===== config.mk =====
export PLATFORM = sky130hd
export DESIGN_NAME = timer_capture_compare_unit
export DESIGN_NICKNAME = d
export VERILOG_FILES = /design/src/inc/capcmp_pkg.sv /design/src/pin_sync.sv /design/src/count_prescaler.sv /design/src/timer_capture_compare_unit.sv
export SDC_FILE = /design/constraint.sdc
export NUM_CORES = 1
export LEC_CHECK = 0
export BUFFER_PORTS_ARGS = -buffer_cell sky130_fd_sc_hd__clkbuf_2
export CAP_MARGIN = 20
export CORE_MARGIN = 2
export CORE_UTILIZATION = 55
export DETAILED_ROUTE_END_ITERATION = 7
export PLACE_DENSITY = 0.72
export SYNTH_ARGS = -nofsm -noshare
export SYNTH_HDL_FRONTEND = slang
export SYNTH_SLANG_ARGS = --single-unit

===== constraint.sdc =====
create_clock -name i_clk -period 8.3 [get_ports i_clk]
set_clock_uncertainty 0.1 [all_clocks]
set_input_delay 0 -clock i_clk [delete_from_list [all_inputs] [get_ports i_clk]]
set_output_delay 0 -clock i_clk [all_outputs]
set_load 0.01 [all_outputs]

===== src/inc/capcmp_pkg.sv =====
// Shared constants and carrier types for the capture/compare timer unit.
package capcmp_pkg;
	// ------------------------------------------------------------------
	// Special function register addresses
	// ------------------------------------------------------------------
	localparam logic [7:0] ADDR_CONTROL   = 8'hea; // Timer control.
	localparam logic [7:0] ADDR_EDGE_CTL  = 8'heb; // Capture edge control.
	localparam logic [7:0] ADDR_FLAGS     = 8'hc8; // Interrupt flags.
	localparam logic [7:0] ADDR_SET_EN    = 8'hee; // Set enable, toggle state.
	localparam logic [7:0] ADDR_CLR_TGL   = 8'hef; // Clear/toggle enable.
	localparam logic [7:0] ADDR_PORT      = 8'hc0; // Output port.
	localparam logic [7:0] ADDR_COUNT_LO  = 8'hcc; // Live count, low byte.
	localparam logic [7:0] ADDR_COUNT_HI  = 8'hcd; // Live count, high byte.
	localparam logic [7:0] ADDR_CAP_BASE  = 8'hd0; // Capture n low at base+2n.
	localparam logic [7:0] ADDR_CMP_BASE  = 8'hd8; // Compare n low at base+2n.
	// ------------------------------------------------------------------
	// Field positions, codes and reset values
	// ------------------------------------------------------------------
	localparam int          FLAG_WIDE_BIT = 7;     // Wide overflow flag.
	localparam int          FLAG_CMP_LSB  = 4;     // Compare flags 6..4.
	localparam int          SET_TGL_LSB   = 6;     // Toggled port bits 7..6.
	localparam logic [1:0]  SRC_OFF       = 2'h0;  // Counter halted.
	localparam logic [1:0]  SRC_OSC       = 2'h1;  // Oscillator over twelve.
	localparam logic [1:0]  SRC_PIN       = 2'h3;  // External count pin.
	localparam logic [7:0]  RESET_BYTE    = 8'h00; // Reset of every byte-wide register.
	localparam logic [15:0] RESET_WORD    = 16'h0000;
	localparam logic [3:0]  OSC_DIV       = 4'hc;  // Oscillator prescale of twelve.
	// ------------------------------------------------------------------
	// Carrier types
	// ------------------------------------------------------------------
	typedef struct packed {
		logic       wide_overflow_irq_select; // Bit 7.
		logic       byte_overflow_irq_select; // Bit 6.
		logic       external_clear_enable;    // Bit 5.
		logic       byte_overflow_flag;       // Bit 4.
		logic [1:0] prescale_select;          // Bits 3..2.
		logic [1:0] source_select;            // Bits 1..0.
	} ctrl_t;
	typedef struct packed {
		logic       wr;    // Write strobe, one cycle.
		logic       rd;    // Read strobe, one cycle.
		logic [7:0] addr;  // Register address.
		logic [7:0] wdata; // Write data.
	} sfr_req_t;
endpackage


===== src/pin_sync.sv =====
// Three-stage input synchroniser that accepts a level once two stages agree.
`timescale 1ns/1ps
module pin_sync #(
	parameter int W = 6
) (
	// Clock and reset.
	input  wire logic         i_clk,
	input  wire logic         i_rst,
	input  wire logic         i_ce,
	// Raw pins and accepted levels.
	input  wire logic [W-1:0] i_pin,
	output logic      [W-1:0] o_level
);
	logic [W-1:0] s1_q; // Metastability catcher, read only by s2_q.
	logic [W-1:0] s2_q; // Second stage.
	logic [W-1:0] s3_q; // Third stage.

	// Shift the pins through three stages.
	always_ff @(posedge i_clk or posedge i_rst) begin
		if (i_rst) begin
			s1_q <= '0;
			s2_q <= '0;
			s3_q <= '0;
		end else if (i_ce) begin
			s1_q <= i_pin;
			s2_q <= s1_q;
			s3_q <= s2_q;
		end
	end

	// A bit changes only once stages two and three agree, filtering glitches.
	always_ff @(posedge i_clk or posedge i_rst) begin
		if (i_rst) begin
			o_level <= '0;
		end else if (i_ce) begin
			for (int i = 0; i < W; i++) begin
				if (s2_q[i] == s3_q[i]) begin
					o_level[i] <= s3_q[i];
				end
			end
		end
	end
endmodule


===== src/count_prescaler.sv =====
// Power-of-two prescaler between the count source and the timer.
`timescale 1ns/1ps
module count_prescaler (
	// Clock and reset.
	input  wire logic       i_clk,
	input  wire logic       i_rst,
	input  wire logic       i_ce,
	// Control.
	input  wire logic       i_clr,
	input  wire logic       i_tick,
	input  wire logic [1:0] i_factor,
	// One-cycle pulse to the counter.
	output logic            o_pulse
);
	logic [2:0] cnt_q; // Ticks seen since the last pulse.

	// Terminal count for a division of 1, 2, 4 or 8.
	function automatic logic [2:0] last_count(input logic [1:0] f);
		last_count = 3'((4'h1 << f) - 4'h1);
	endfunction

	// Count ticks; clearing drops any partial period.
	always_ff @(posedge i_clk or posedge i_rst) begin
		if (i_rst) begin
			cnt_q   <= 3'h0;
			o_pulse <= 1'b0;
		end else if (i_ce) begin
			o_pulse <= 1'b0;
			if (i_clr) begin
				cnt_q <= 3'h0;
			end else if (i_tick) begin
				if (cnt_q >= last_count(i_factor)) begin
					cnt_q   <= 3'h0;
					o_pulse <= 1'b1;
				end else begin
					cnt_q <= cnt_q + 3'h1;
				end
			end
		end
	end

	presc_clear_a: assert property (@(posedge i_clk) disable iff (i_rst)
		i_ce && i_clr |=> cnt_q == 3'h0 && !o_pulse)
		else $error("prescaler not cleared");
endmodule


===== src/timer_capture_compare_unit.sv =====
// Sixteen-bit timer with four capture and three compare channels.
//
// Contract
// - Prescaler divides by 1, 2, 4, 8.
// - Sources: oscillator over twelve, pin, off.
// - Source codes 00 off, 01 osc, 11 pin.
// - Prescaler cleared on field change or reset.
// - Count readable live; software guards carries.
// - Count unwritable; cleared by reset, clear pin.
// - Idle holds counter and prescaler cleared.
// - Selected capture edge latches count, flags.
// - Rising, falling or both; none disables.
// - Three compares match continuously, raising flags.
// - Compare zero sets enabled port bits 0-5.
// - Compare one clears enabled port bits 0-5.
// - Compare two toggles enabled port bits 6-7.
// - Compare registers cleared on reset.
// - Software port access coexists with matches.
// - Byte and wide overflow share one request.
// - Control bits: 7, 6 selects, 4 flag.
// - Flags only cleared by software writes.
// - Edge control: falling 2n+1, rising 2n.
// - Flags: wide 7, compare 6-4, capture 3-0.
// - Set-enable bits 7-6 show toggle state.
`timescale 1ns/1ps
module timer_capture_compare_unit (
	// Clock, reset and clock enable.
	input  wire logic                 i_clk,
	input  wire logic                 i_rst,
	input  wire logic                 i_ce,
	// Power mode.
	input  wire logic                 i_idle,
	// Register port.
	input  wire capcmp_pkg::sfr_req_t i_sfr,
	output logic [7:0]                o_rdata,
	// External pins.
	input  wire logic [3:0]           i_capture_in,
	input  wire logic                 i_count_pin,
	input  wire logic                 i_timer_clear_pin,
	// Output port and interrupt requests.
	output logic [7:0]                o_port,
	output logic [7:0]                o_irq_flags,
	output logic                      o_overflow_irq
);
	// ------------------------------------------------------------------
	// State
	// ------------------------------------------------------------------
	capcmp_pkg::ctrl_t ctrl_q;        // Timer control register.
	capcmp_pkg::ctrl_t ctrl_prev_q;   // Last cycle's control, for change detect.
	logic [7:0]        edge_ctl_q;    // Capture edge enables.
	logic [7:0]        set_en_q;      // Set enables; bits 7..6 unused here.
	logic [7:0]        clr_tgl_q;     // Clear and toggle enables.
	logic [15:0]       count_q;       // Free-running count.
	logic [15:0]       cap_q [4];     // Capture registers.
	logic [15:0]       cmp_q [3];     // Compare registers.
	logic [3:0]        osc_div_q;     // Oscillator divide-by-twelve counter.
	logic [5:0]        lvl_prev_q;    // Accepted pin levels, one cycle old.
	logic [5:0]        lvl;           // Accepted pin levels.
	logic              presc_pulse;   // Count enable from the prescaler.

	// ------------------------------------------------------------------
	// Combinational events
	// ------------------------------------------------------------------
	logic        osc_tick;   // One cycle in twelve.
	logic        pin_rise;   // Count pin rising edge.
	logic        clear_rise; // Clear pin rising edge.
	logic        cnt_clear;  // Counter cleared this cycle.
	logic        presc_clr;  // Prescaler cleared this cycle.
	logic        inc;        // Counter increments this cycle.
	logic [15:0] count_nxt;  // Incremented count.
	logic [2:0]  match;      // Compare match pulses.
	logic [3:0]  cap_evt;    // Capture events.
	logic        wide_ovf;   // Wrap of all sixteen bits.
	logic        byte_ovf;   // Wrap of the low byte.
	logic        wr_port;    // Software write to the port.

	// Decode a write strobe to one address.
	function automatic logic wr_to(input capcmp_pkg::sfr_req_t r, input logic [7:0] a);
		wr_to = r.wr && (r.addr == a);
	endfunction

	// ------------------------------------------------------------------
	// Pin synchronisation
	// ------------------------------------------------------------------
	pin_sync #(
		.W (6)
	) u_sync (
		.i_clk   (i_clk),
		.i_rst   (i_rst),
		.i_ce    (i_ce),
		.i_pin   ({i_timer_clear_pin, i_count_pin, i_capture_in}),
		.o_level (lvl)
	);

	// Keep the previous accepted levels for edge detection.
	always_ff @(posedge i_clk or posedge i_rst) begin
		if (i_rst) begin
			lvl_prev_q <= 6'h00;
		end else if (i_ce) begin
			lvl_prev_q <= lvl;
		end
	end

	// ------------------------------------------------------------------
	// Count source and prescaler
	// ------------------------------------------------------------------
	// Derive events; the test source code is treated as off, so it cannot
	// run the counter by accident.
	always_comb begin
		osc_tick   = (osc_div_q == capcmp_pkg::OSC_DIV - 4'h1);
		pin_rise   = lvl[4] && !lvl_prev_q[4];
		clear_rise = lvl[5] && !lvl_prev_q[5];
		cnt_clear  = i_idle || (clear_rise && ctrl_q.external_clear_enable);
		presc_clr  = cnt_clear
			|| (ctrl_q.prescale_select != ctrl_prev_q.prescale_select)
			|| (ctrl_q.source_select != ctrl_prev_q.source_select);
		inc        = presc_pulse && !cnt_clear;
		count_nxt  = count_q + 16'h0001;
		wide_ovf   = inc && (count_q == 16'hffff);
		byte_ovf   = inc && (count_q[7:0] == 8'hff);
		wr_port    = wr_to(i_sfr, capcmp_pkg::ADDR_PORT);
		for (int i = 0; i < 3; i++) begin
			match[i] = inc && (count_nxt == cmp_q[i]);
		end
		for (int n = 0; n < 4; n++) begin
			cap_evt[n] = (edge_ctl_q[2*n] && lvl[n] && !lvl_prev_q[n])
				|| (edge_ctl_q[2*n+1] && !lvl[n] && lvl_prev_q[n]);
		end
	end

	// Divide the clock by twelve; held in step while idle.
	always_ff @(posedge i_clk or posedge i_rst) begin
		if (i_rst) begin
			osc_div_q <= 4'h0;
		end else if (i_ce) begin
			osc_div_q <= (osc_tick || i_idle) ? 4'h0 : osc_div_q + 4'h1;
		end
	end

	// Selected source feeds the prescaler.
	logic presc_tick; // Tick into the prescaler.
	always_comb begin
		unique case (ctrl_q.source_select)
			capcmp_pkg::SRC_OSC: presc_tick = osc_tick;
			capcmp_pkg::SRC_PIN: presc_tick = pin_rise;
			default:             presc_tick = 1'b0;
		endcase
	end

	count_prescaler u_presc (
		.i_clk    (i_clk),
		.i_rst    (i_rst),
		.i_ce     (i_ce),
		.i_clr    (presc_clr),
		.i_tick   (presc_tick),
		.i_factor (ctrl_q.prescale_select),
		.o_pulse  (presc_pulse)
	);

	// ------------------------------------------------------------------
	// Counter and captures
	// ------------------------------------------------------------------
	// The counter has no write path; software can only watch it.
	always_ff @(posedge i_clk or posedge i_rst) begin
		if (i_rst) begin
			count_q <= capcmp_pkg::RESET_WORD;
		end else if (i_ce) begin
			if (cnt_clear) begin
				count_q <= capcmp_pkg::RESET_WORD;
			end else if (inc) begin
				count_q <= count_nxt;
			end
		end
	end

	// Latch the count present at the qualified edge.
	always_ff @(posedge i_clk or posedge i_rst) begin
		if (i_rst) begin
			for (int n = 0; n < 4; n++) begin
				cap_q[n] <= capcmp_pkg::RESET_WORD;
			end
		end else if (i_ce) begin
			for (int n = 0; n < 4; n++) begin
				if (cap_evt[n]) begin
					cap_q[n] <= count_q;
				end
			end
		end
	end

	// ------------------------------------------------------------------
	// Software-written registers
	// ------------------------------------------------------------------
	// Control, edge, enable and compare registers; the byte overflow flag
	// accepts software writes but a hardware set in the same cycle wins.
	always_ff @(posedge i_clk or posedge i_rst) begin
		if (i_rst) begin
			ctrl_q      <= capcmp_pkg::ctrl_t'(capcmp_pkg::RESET_BYTE);
			ctrl_prev_q <= capcmp_pkg::ctrl_t'(capcmp_pkg::RESET_BYTE);
			edge_ctl_q  <= capcmp_pkg::RESET_BYTE;
			set_en_q    <= capcmp_pkg::RESET_BYTE;
			clr_tgl_q   <= capcmp_pkg::RESET_BYTE;
			for (int i = 0; i < 3; i++) begin
				cmp_q[i] <= capcmp_pkg::RESET_WORD;
			end
		end else if (i_ce) begin
			ctrl_prev_q <= ctrl_q;
			if (wr_to(i_sfr, capcmp_pkg::ADDR_CONTROL)) begin
				ctrl_q <= capcmp_pkg::ctrl_t'(i_sfr.wdata);
			end
			if (byte_ovf) begin
				ctrl_q.byte_overflow_flag <= 1'b1;
			end
			if (wr_to(i_sfr, capcmp_pkg::ADDR_EDGE_CTL)) begin
				edge_ctl_q <= i_sfr.wdata;
			end
			if (wr_to(i_sfr, capcmp_pkg::ADDR_SET_EN)) begin
				set_en_q <= i_sfr.wdata;
			end
			if (wr_to(i_sfr, capcmp_pkg::ADDR_CLR_TGL)) begin
				clr_tgl_q <= i_sfr.wdata;
			end
			for (int i = 0; i < 3; i++) begin
				if (wr_to(i_sfr, capcmp_pkg::ADDR_CMP_BASE + 8'(2 * i))) begin
					cmp_q[i][7:0] <= i_sfr.wdata;
				end
				if (wr_to(i_sfr, capcmp_pkg::ADDR_CMP_BASE + 8'(2 * i + 1))) begin
					cmp_q[i][15:8] <= i_sfr.wdata;
				end
			end
		end
	end

	// ------------------------------------------------------------------
	// Interrupt flags and request
	// ------------------------------------------------------------------
	// Hardware only sets; a software write in the same cycle loses to a set.
	always_ff @(posedge i_clk or posedge i_rst) begin
		if (i_rst) begin
			o_irq_flags    <= capcmp_pkg::RESET_BYTE;
			o_overflow_irq <= 1'b0;
		end else if (i_ce) begin
			o_irq_flags <= (wr_to(i_sfr, capcmp_pkg::ADDR_FLAGS) ? i_sfr.wdata : o_irq_flags)
				| {wide_ovf, match, cap_evt};
			o_overflow_irq <= (ctrl_q.wide_overflow_irq_select && o_irq_flags[7])
				|| (ctrl_q.byte_overflow_irq_select && ctrl_q.byte_overflow_flag);
		end
	end

	// ------------------------------------------------------------------
	// Output port
	// ------------------------------------------------------------------
	// Software write is applied first, then the match actions on top, so both
	// take effect in one cycle; a clear on the same count beats a set.
	always_ff @(posedge i_clk or posedge i_rst) begin
		if (i_rst) begin
			o_port <= capcmp_pkg::RESET_BYTE;
		end else if (i_ce) begin
			logic [7:0] p;
			p = wr_port ? i_sfr.wdata : o_port;
			if (match[0]) begin
				p[5:0] = p[5:0] | set_en_q[5:0];
			end
			if (match[1]) begin
				p[5:0] = p[5:0] & ~clr_tgl_q[5:0];
			end
			if (match[2]) begin
				p[7:6] = p[7:6] ^ clr_tgl_q[7:6];
			end
			o_port <= p;
		end
	end

	// ------------------------------------------------------------------
	// Register read port
	// ------------------------------------------------------------------
	// Count bytes come straight from the counter: no shadow copy is taken, so
	// a carry between two byte reads is the reader's problem.
	always_ff @(posedge i_clk or posedge i_rst) begin
		if (i_rst) begin
			o_rdata <= capcmp_pkg::RESET_BYTE;
		end else if (i_ce && i_sfr.rd) begin
			o_rdata <= 8'h00;
			unique case (i_sfr.addr)
				capcmp_pkg::ADDR_CONTROL:  o_rdata <= ctrl_q;
				capcmp_pkg::ADDR_EDGE_CTL: o_rdata <= edge_ctl_q;
				capcmp_pkg::ADDR_FLAGS:    o_rdata <= o_irq_flags;
				capcmp_pkg::ADDR_SET_EN:   o_rdata <= {o_port[7:6], set_en_q[5:0]};
				capcmp_pkg::ADDR_CLR_TGL:  o_rdata <= clr_tgl_q;
				capcmp_pkg::ADDR_PORT:     o_rdata <= o_port;
				capcmp_pkg::ADDR_COUNT_LO: o_rdata <= count_q[7:0];
				capcmp_pkg::ADDR_COUNT_HI: o_rdata <= count_q[15:8];
				default: begin
					for (int n = 0; n < 4; n++) begin
						if (i_sfr.addr == capcmp_pkg::ADDR_CAP_BASE + 8'(2 * n)) begin
							o_rdata <= cap_q[n][7:0];
						end
						if (i_sfr.addr == capcmp_pkg::ADDR_CAP_BASE + 8'(2 * n + 1)) begin
							o_rdata <= cap_q[n][15:8];
						end
					end
					for (int i = 0; i < 3; i++) begin
						if (i_sfr.addr == capcmp_pkg::ADDR_CMP_BASE + 8'(2 * i)) begin
							o_rdata <= cmp_q[i][7:0];
						end
						if (i_sfr.addr == capcmp_pkg::ADDR_CMP_BASE + 8'(2 * i + 1)) begin
							o_rdata <= cmp_q[i][15:8];
						end
					end
				end
			endcase
		end
	end

	// ------------------------------------------------------------------
	// Assertions
	// ------------------------------------------------------------------
	idle_hold_a: assert property (@(posedge i_clk) disable iff (i_rst)
		i_ce && i_idle [*2] |-> count_q == 16'h0000 && !presc_pulse)
		else $error("count moved in idle");
	ext_clear_a: assert property (@(posedge i_clk) disable iff (i_rst)
		i_ce && clear_rise && ctrl_q.external_clear_enable |=> count_q == 16'h0000)
		else $error("clear pin ignored");
	count_step_a: assert property (@(posedge i_clk) disable iff (i_rst)
		i_ce && inc |=> count_q == $past(count_q) + 16'h0001)
		else $error("count did not step");
	count_still_a: assert property (@(posedge i_clk) disable iff (i_rst)
		i_ce && !cnt_clear && ctrl_q.source_select == capcmp_pkg::SRC_OFF
		&& ctrl_prev_q.source_select == capcmp_pkg::SRC_OFF [*2] |=> $stable(count_q))
		else $error("halted counter moved");
	capture_load_a: assert property (@(posedge i_clk) disable iff (i_rst)
		i_ce && cap_evt[0] |=> cap_q[0] == $past(count_q) && o_irq_flags[0])
		else $error("capture missed");
	capture_off_a: assert property (@(posedge i_clk) disable iff (i_rst)
		i_ce && edge_ctl_q[1:0] == 2'h0 |=> $stable(cap_q[0]))
		else $error("disabled capture fired");
	wide_flag_a: assert property (@(posedge i_clk) disable iff (i_rst)
		i_ce && wide_ovf |=> o_irq_flags[capcmp_pkg::FLAG_WIDE_BIT] [*1])
		else $error("overflow flag lost");
	set_port_a: assert property (@(posedge i_clk) disable iff (i_rst)
		i_ce && match[0] && !match[1] |=> (o_port[5:0] & $past(set_en_q[5:0]))
		== $past(set_en_q[5:0]))
		else $error("set action missed");
	toggle_port_a: assert property (@(posedge i_clk) disable iff (i_rst)
		i_ce && match[2] && clr_tgl_q[7] && !wr_port |=> o_port[7] != $past(o_port[7]))
		else $error("toggle action missed");
	ovf_irq_a: assert property (@(posedge i_clk) disable iff (i_rst)
		i_ce && ctrl_q.byte_overflow_irq_select && ctrl_q.byte_overflow_flag |=> o_overflow_irq)
		else $error("overflow request missing");
endmodule


After elaboration in Yosys (flattened, before gate mapping):

Cells that the tools add are included.

* mux-type cells: 33
* equality and inequality tests: 38
* add/sub/neg operators: 4
* reduce and logical (&&, ||, !) cells: 86
* bitwise logic cells: 5
* shift operators: 1
* magnitude comparators: 1

Operators with widths (number)
* 8-bit equality test (second input constant): 23
* 8-bit two-way mux: 16
* 8-bit case mux with 8 select lines: 1
* 16-bit equality test: 3
* 2-bit AND reduction: 23
* 1-bit logical AND: 40
* 16-bit two-way mux: 2
* 6-bit two-way mux: 3
* 16-bit by 1-bit adder with 16-bit output (second input constant): 1
* 16-bit equality test (second input constant): 1
* 1-bit zero test: 11
* 1-bit logical OR: 9
* 3-bit two-way mux: 3
* 8-bit bitwise OR: 1
* 6-bit bitwise AND: 1
* 1-bit equality test: 6
* 6-bit NOT: 1
* 6-bit bitwise OR: 1
* 2-bit nonzero test: 3
* 5-bit two-way mux: 1
* 4-bit by 1-bit adder with 4-bit output (second input constant): 1
* 4-bit equality test (second input constant): 1
* 1-bit two-way mux: 4
* 4-bit two-way mux: 1
* 10 further kinds: 11

* word-level logic and storage cells: 207
* flip-flop bits (word level): 225
* bits of input ports: 28
* output and inout port bits: 25

Depth between registers and ports, before layout:

* word-level depth: 16
* gate-level depth with buffers: 11
* depth with buffers taken out: 9

By module:

A second synthesis with hierarchy kept.

* cells, all modules: 1083
* area total of the unflattened synthesis: 11966.5 µm²

Modules (own cells, without submodules)
* timer_capture_compare_unit: area an instance 10697.8 µm², cells an instance 983, sequential area each 4929.7 µm², instances 1
* pin_sync: area an instance 967.2 µm², cells an instance 66, sequential area each 600.6 µm², instances 1
* count_prescaler: area an instance 301.5 µm², cells an instance 34, sequential area each 100.1 µm², instances 1

Worst setup path after synthesis:

No wires, ideal clock.

* path type: register -> register
* from: register count_q[0]
* to: register o_port[6]
* clock period less this slack: 2.728 ns
* setup slack: 5.572 ns
* data required time: 8.074 ns
* stages on the path, launching flop included: 11
* setup time: 0.126 ns
* buffers on the path: 1
* arrival time: 2.502 ns
* path through: dfrtp_1 ha_1 nand3_4 buf_6 xnor2_1 or3_1 a221oi_1 nand4_1 nor4b_2 a2bb2oi_1 nand3_1

* word-level cells in the longest chain between the ends: 4

RTL lines
* from (decl): line timer_capture_compare_unit.sv:53 `logic [15:0] count_q;`
* from (signal assigned): line timer_capture_compare_unit.sv:166 `count_q <= capcmp_pkg::RESET_WORD;`
* from (signal assigned): line timer_capture_compare_unit.sv:169 `count_q <= capcmp_pkg::RESET_WORD;`
* from (signal assigned): line timer_capture_compare_unit.sv:171 `count_q <= count_nxt;`
* 16-bit by 1-bit adder with 16-bit output: line timer_capture_compare_unit.sv:118 `count_nxt = count_q + 16'h0001;`
* 16-bit equality test: line timer_capture_compare_unit.sv:123 `match[i] = inc && (count_nxt == cmp_q[i]);`
* 1-bit logical AND: line timer_capture_compare_unit.sv:123
* 2-bit two-way mux: line timer_capture_compare_unit.sv:267 `if (match[2]) begin`
* to (signal assigned): line timer_capture_compare_unit.sv:257 `o_port <= capcmp_pkg::RESET_BYTE;`
* to (signal assigned): line timer_capture_compare_unit.sv:270 `o_port <= p;`
* to (decl): line timer_capture_compare_unit.sv:41 `output logic [7:0] o_port,`

No other way between the ends.
A chain may end at the register's enable or synchronous reset.

Final worst setup path:

* from: register count_q[0]
* to: register o_port[5]

* word-level cells in the longest chain between the ends: 7
* elaborated cells between the ends (all ways): 9
* those cells by class: 1 x add/sub; 2 x eq/ne; 3 x mux; 1 x bitwise; 2 x reduce/logical

RTL lines
* 16-bit by 1-bit adder with 16-bit output *: line timer_capture_compare_unit.sv:118
* 16-bit equality test: line timer_capture_compare_unit.sv:123
* 1-bit logical AND: line timer_capture_compare_unit.sv:123
* 6-bit two-way mux: line timer_capture_compare_unit.sv:261 `if (match[0]) begin`
* 6-bit two-way mux: line timer_capture_compare_unit.sv:258 `end else if (i_ce) begin`
* 6-bit bitwise AND: line timer_capture_compare_unit.sv:265 `p[5:0] = p[5:0] & ~clr_tgl_q[5:0];`
* 6-bit two-way mux *: line timer_capture_compare_unit.sv:264 `if (match[1]) begin`

Mark *: on every way between the ends. The rest lies on a longest branch, timed or not. The select of a mux whose other input is x is not followed.

==> results.sh <==
export IMPL_crit_path_end_kind="register"
export IMPL_final_layout_size_suffix_gt1_share_pct=25.4
export IMPL_ctsHtreeMaxLevel=1
export IMPL_diodes=0
export IMPL_cts_reportedPaths_clkPinSlew_ns=0.06
export IMPL_worstSetupPathType="register to register"
export IMPL_finalHoldViolCount=0
export IMPL_num_vias=9204
export IMPL_synth_edff_count=0
export IMPL_die_area_sq_um=22800
export IMPL_cts_resized=0
export IMPL_fin_cells=1433
export IMPL_rsz0062_at_grt="false"
export IMPL_gp_congestion=1.03
export IMPL_ios=53
export IMPL_synthFlopType="dfrtp_1"
export IMPL_fill_cells=1709
export IMPL_ctsLongestPathBuffers=3
export IMPL_cts_made_buffers=24
export IMPL_viasPerCell=6.42
export IMPL_tightest_slew_ns=0.976
export IMPL_cts_tree="yes"
export IMPL_drc=0
export IMPL_run_status="completed"
export IMPL_relSlewSlack_pct=34.6
export IMPL_synth_avg_cell_area_sq_um=10.8
export IMPL_die_h_um=151
export IMPL_postCtsSetupRepairBufs=0
export IMPL_grt_overflow_total=0
export IMPL_hold_path_class="input pin to asynchronous set/reset pin"
export IMPL_start_util_pct=56.3
export IMPL_dieWidth_um=151
export IMPL_multiInputGateArea_sq_um=5920
export IMPL_cap_violations=0
export IMPL_dr_first_iter_drc_count=935
export IMPL_path_max_fanout=14
export IMPL_post_drt_wl_per_cell_um=23.9
export IMPL_area_growth_pct=12.1
export IMPL_netlist_area_sq_um=11900
export IMPL_numClockSinks=225
export IMPL_grt_pass1_vias=9122
export IMPL_period_share_pct=43.1
export IMPL_clk_latency_ns=0.53
export IMPL_power_per_cell_area_nw_per_um2=193
export IMPL_drt_first_pass_iters=7
export IMPL_yosys_cell_types_count=69
export IMPL_yosysWarnings=0
export IMPL_synth_cells=1099
export IMPL_ys_seq_elements=225
export IMPL_clock_fmax_mhz=279
export IMPL_fin_nets=1174
export IMPL_cts_root_buf="clkbuf_16"
export IMPL_critical_path_required_ns=8.64
export IMPL_crit_arrival_ns=3.93
export IMPL_syn_nets=1133
export IMPL_irDropWorstVdd_mv=0.184
export IMPL_finalSetupViolCount=0
export IMPL_p_leak_nw=6.16
export IMPL_async_flop_share_pct=100
export IMPL_ys_seq_area_share_pct=47.3
export IMPL_wirelength_mm=34.3
export IMPL_grt_max_degree=86
export IMPL_ant_nets=0
export IMPL_core_area_sq_um=21200
export IMPL_rows=53
export IMPL_regArea_sq_um=5630
export IMPL_antenna_found_initial=0
export IMPL_grt_usage_pct=31.3
export IMPL_dp_hpwl_mm=23.7
export IMPL_fin_setup_tns_ns=0
export IMPL_finalCriticalPeriod_ns=3.58
export IMPL_drv_slew=0
export IMPL_dp_cells=1369
export IMPL_grt_pass1_wl_mm=53.8
export IMPL_cp_start_kind="register"
export IMPL_port_buffers=52
export IMPL_cts_hold_buf=19
[state kept, by name (all words and copies together) (netlist names), 3 cells and up]
| signal | count |
|---|---|
| cmp_q | 48 |
| cap_q | 64 |
| u_sync.o_level | 6 |
| clr_tgl_q | 8 |
| lvl_prev_q | 6 |
| u_sync.s3_q | 6 |
| set_en_q | 6 |
| ctrl_prev_q | 4 |
| o_port | 8 |
| o_rdata | 8 |
| u_sync.s1_q | 6 |
| ctrl_q | 8 |
| u_sync.s2_q | 6 |
| u_presc.cnt_q | 3 |
| count_q | 16 |
| o_irq_flags | 8 |
| osc_div_q | 4 |
| edge_ctl_q | 8 |
[worst max-delay path, stage by stage, from the launching register on]
cell	delay (ns)
dfrtp_1	0.70
ha_1	0.42
nand3_4	0.23
nor3_4	0.39
xnor2_1	0.23
xnor2_1	0.13
nor3_1	0.35
nand4_1	0.47
o21a_1	0.33
a21oi_1	0.14
[cell families after synthesis]
| family | synth area share [%] |
|---|---|
| flip-flops | 47.3 |
| adder cells (fa/ha/maj) | 0.630 |
| buffers and inverters | 3.12 |
| XOR/XNOR | 5.31 |
| multiplexers | 18.5 |
| AO/OA/AOI/OAI | 12.7 |
| AND/OR/NAND/NOR | 12.4 |
[placed cells by master, fill, tap and decap left out, drive strengths merged, types with 5 or more instances in the layout]
master       instances
nand3b               5
dlygate4sd3         19
mux2i               28
clkbuf              92
o31ai                6
inv                 25
a31oi               13
nor3                19
and3                 6
mux2               157
xnor2               39
nand2               97
buf                 10
xor2                21
ha                   6
a22oi                8
and2                 5
o21a                 8
mux4                 7
nor4                11
a221oi              17
nor2                61
a21oi               54
o22ai                9
or3                  7
nand3               22
nand4               17
a21o                 5
dfrtp              225
nand2b               8
o21ai               87
[final timing paths]
kind	from	endpoint	slack (ns)	depth (start not counted)
min in group i_clk	i_ce	u_presc.o_pulse$_DFFE_PP0P_	0.04	3
hold reg to reg	cap_q[44]$_DFFE_PP0P_	cap_q[44]$_DFFE_PP0P_	0.38	2
max in group asynchronous	i_rst	cap_q[24]$_DFFE_PP0P_	6.70	4
hold / removal	i_rst	u_sync.s1_q[1]$_DFFE_PP0P_	0.02	3
setup / recovery	count_q[0]$_DFFE_PP0P_	o_port[5]$_DFFE_PP0P_	4.72	9
setup reg to reg	count_q[0]$_DFFE_PP0P_	o_port[5]$_DFFE_PP0P_	4.72	9
[Yosys cell counts (all sizes together), types with 19 or more instances]
cell type,n,area (sq um)
nand3,22,123
mux2,157,1770
nand2,97,367
clkbuf,52,195
inv,25,93.8
a21oi,54,270
mux2i,28,280
dfrtp,225,5630
xor2,21,191
nor2,61,229
nor3,19,146
o21ai,87,435
xnor2,39,349
[area by class of cell]
type	instances	share of cell area (%)
Inverter	25	0.759
Clock buffer	39	5.60
Clock inverter	5	0.562
Timing Repair Buffer	82	3.99
Tap cell	275	2.58
Sequential cell	225	42.2
Multi-Input combinational cell	782	44.3
[power breakdown]
group | switching, W | internal (W)
registers | 0.0000645 | 0.00117
logic | 0.000134 | 0.0000978
clock network | 0.000433 | 0.000675
total | 0.000632 | 0.00194
[layer usage]
| metal | wire length (um) | vias up | track usage [%] | share of wire [%] |
|---|---|---|---|---|
| met2 | 15800 | 408 | 49.3 | 46 |
| li1 | - | 4082 | - | - |
| met4 | 1870 | 0 | 15.3 | 5.4 |
| met1 | 14300 | 4613 | 43.1 | 42 |
| met5 | 0 | - | 0 | 0 |
| met3 | 2310 | 101 | 3.98 | 6.7 |
[metrics by stage]
stage | utilization [%] | setup slack [ns] | total power [W] | hold slack, ns | instance area, sq um
floorplan | - | 2.04 | 0.00138 | 0.0517 | 11900
global placement | 58.3 | 4.89 | 0.00147 | 0.0287 | 12300
detailed placement | 58.3 | 4.78 | 0.00147 | 0.0271 | 12300
CTS | 63.1 | 4.79 | 0.00259 | 0.0161 | 13300
global route | 63.1 | 4.52 | 0.00267 | 0.0548 | 13400
finish | 63.1 | 4.72 | 0.00257 | 0.0206 | 13400
(Power assumes the default switching activity.)
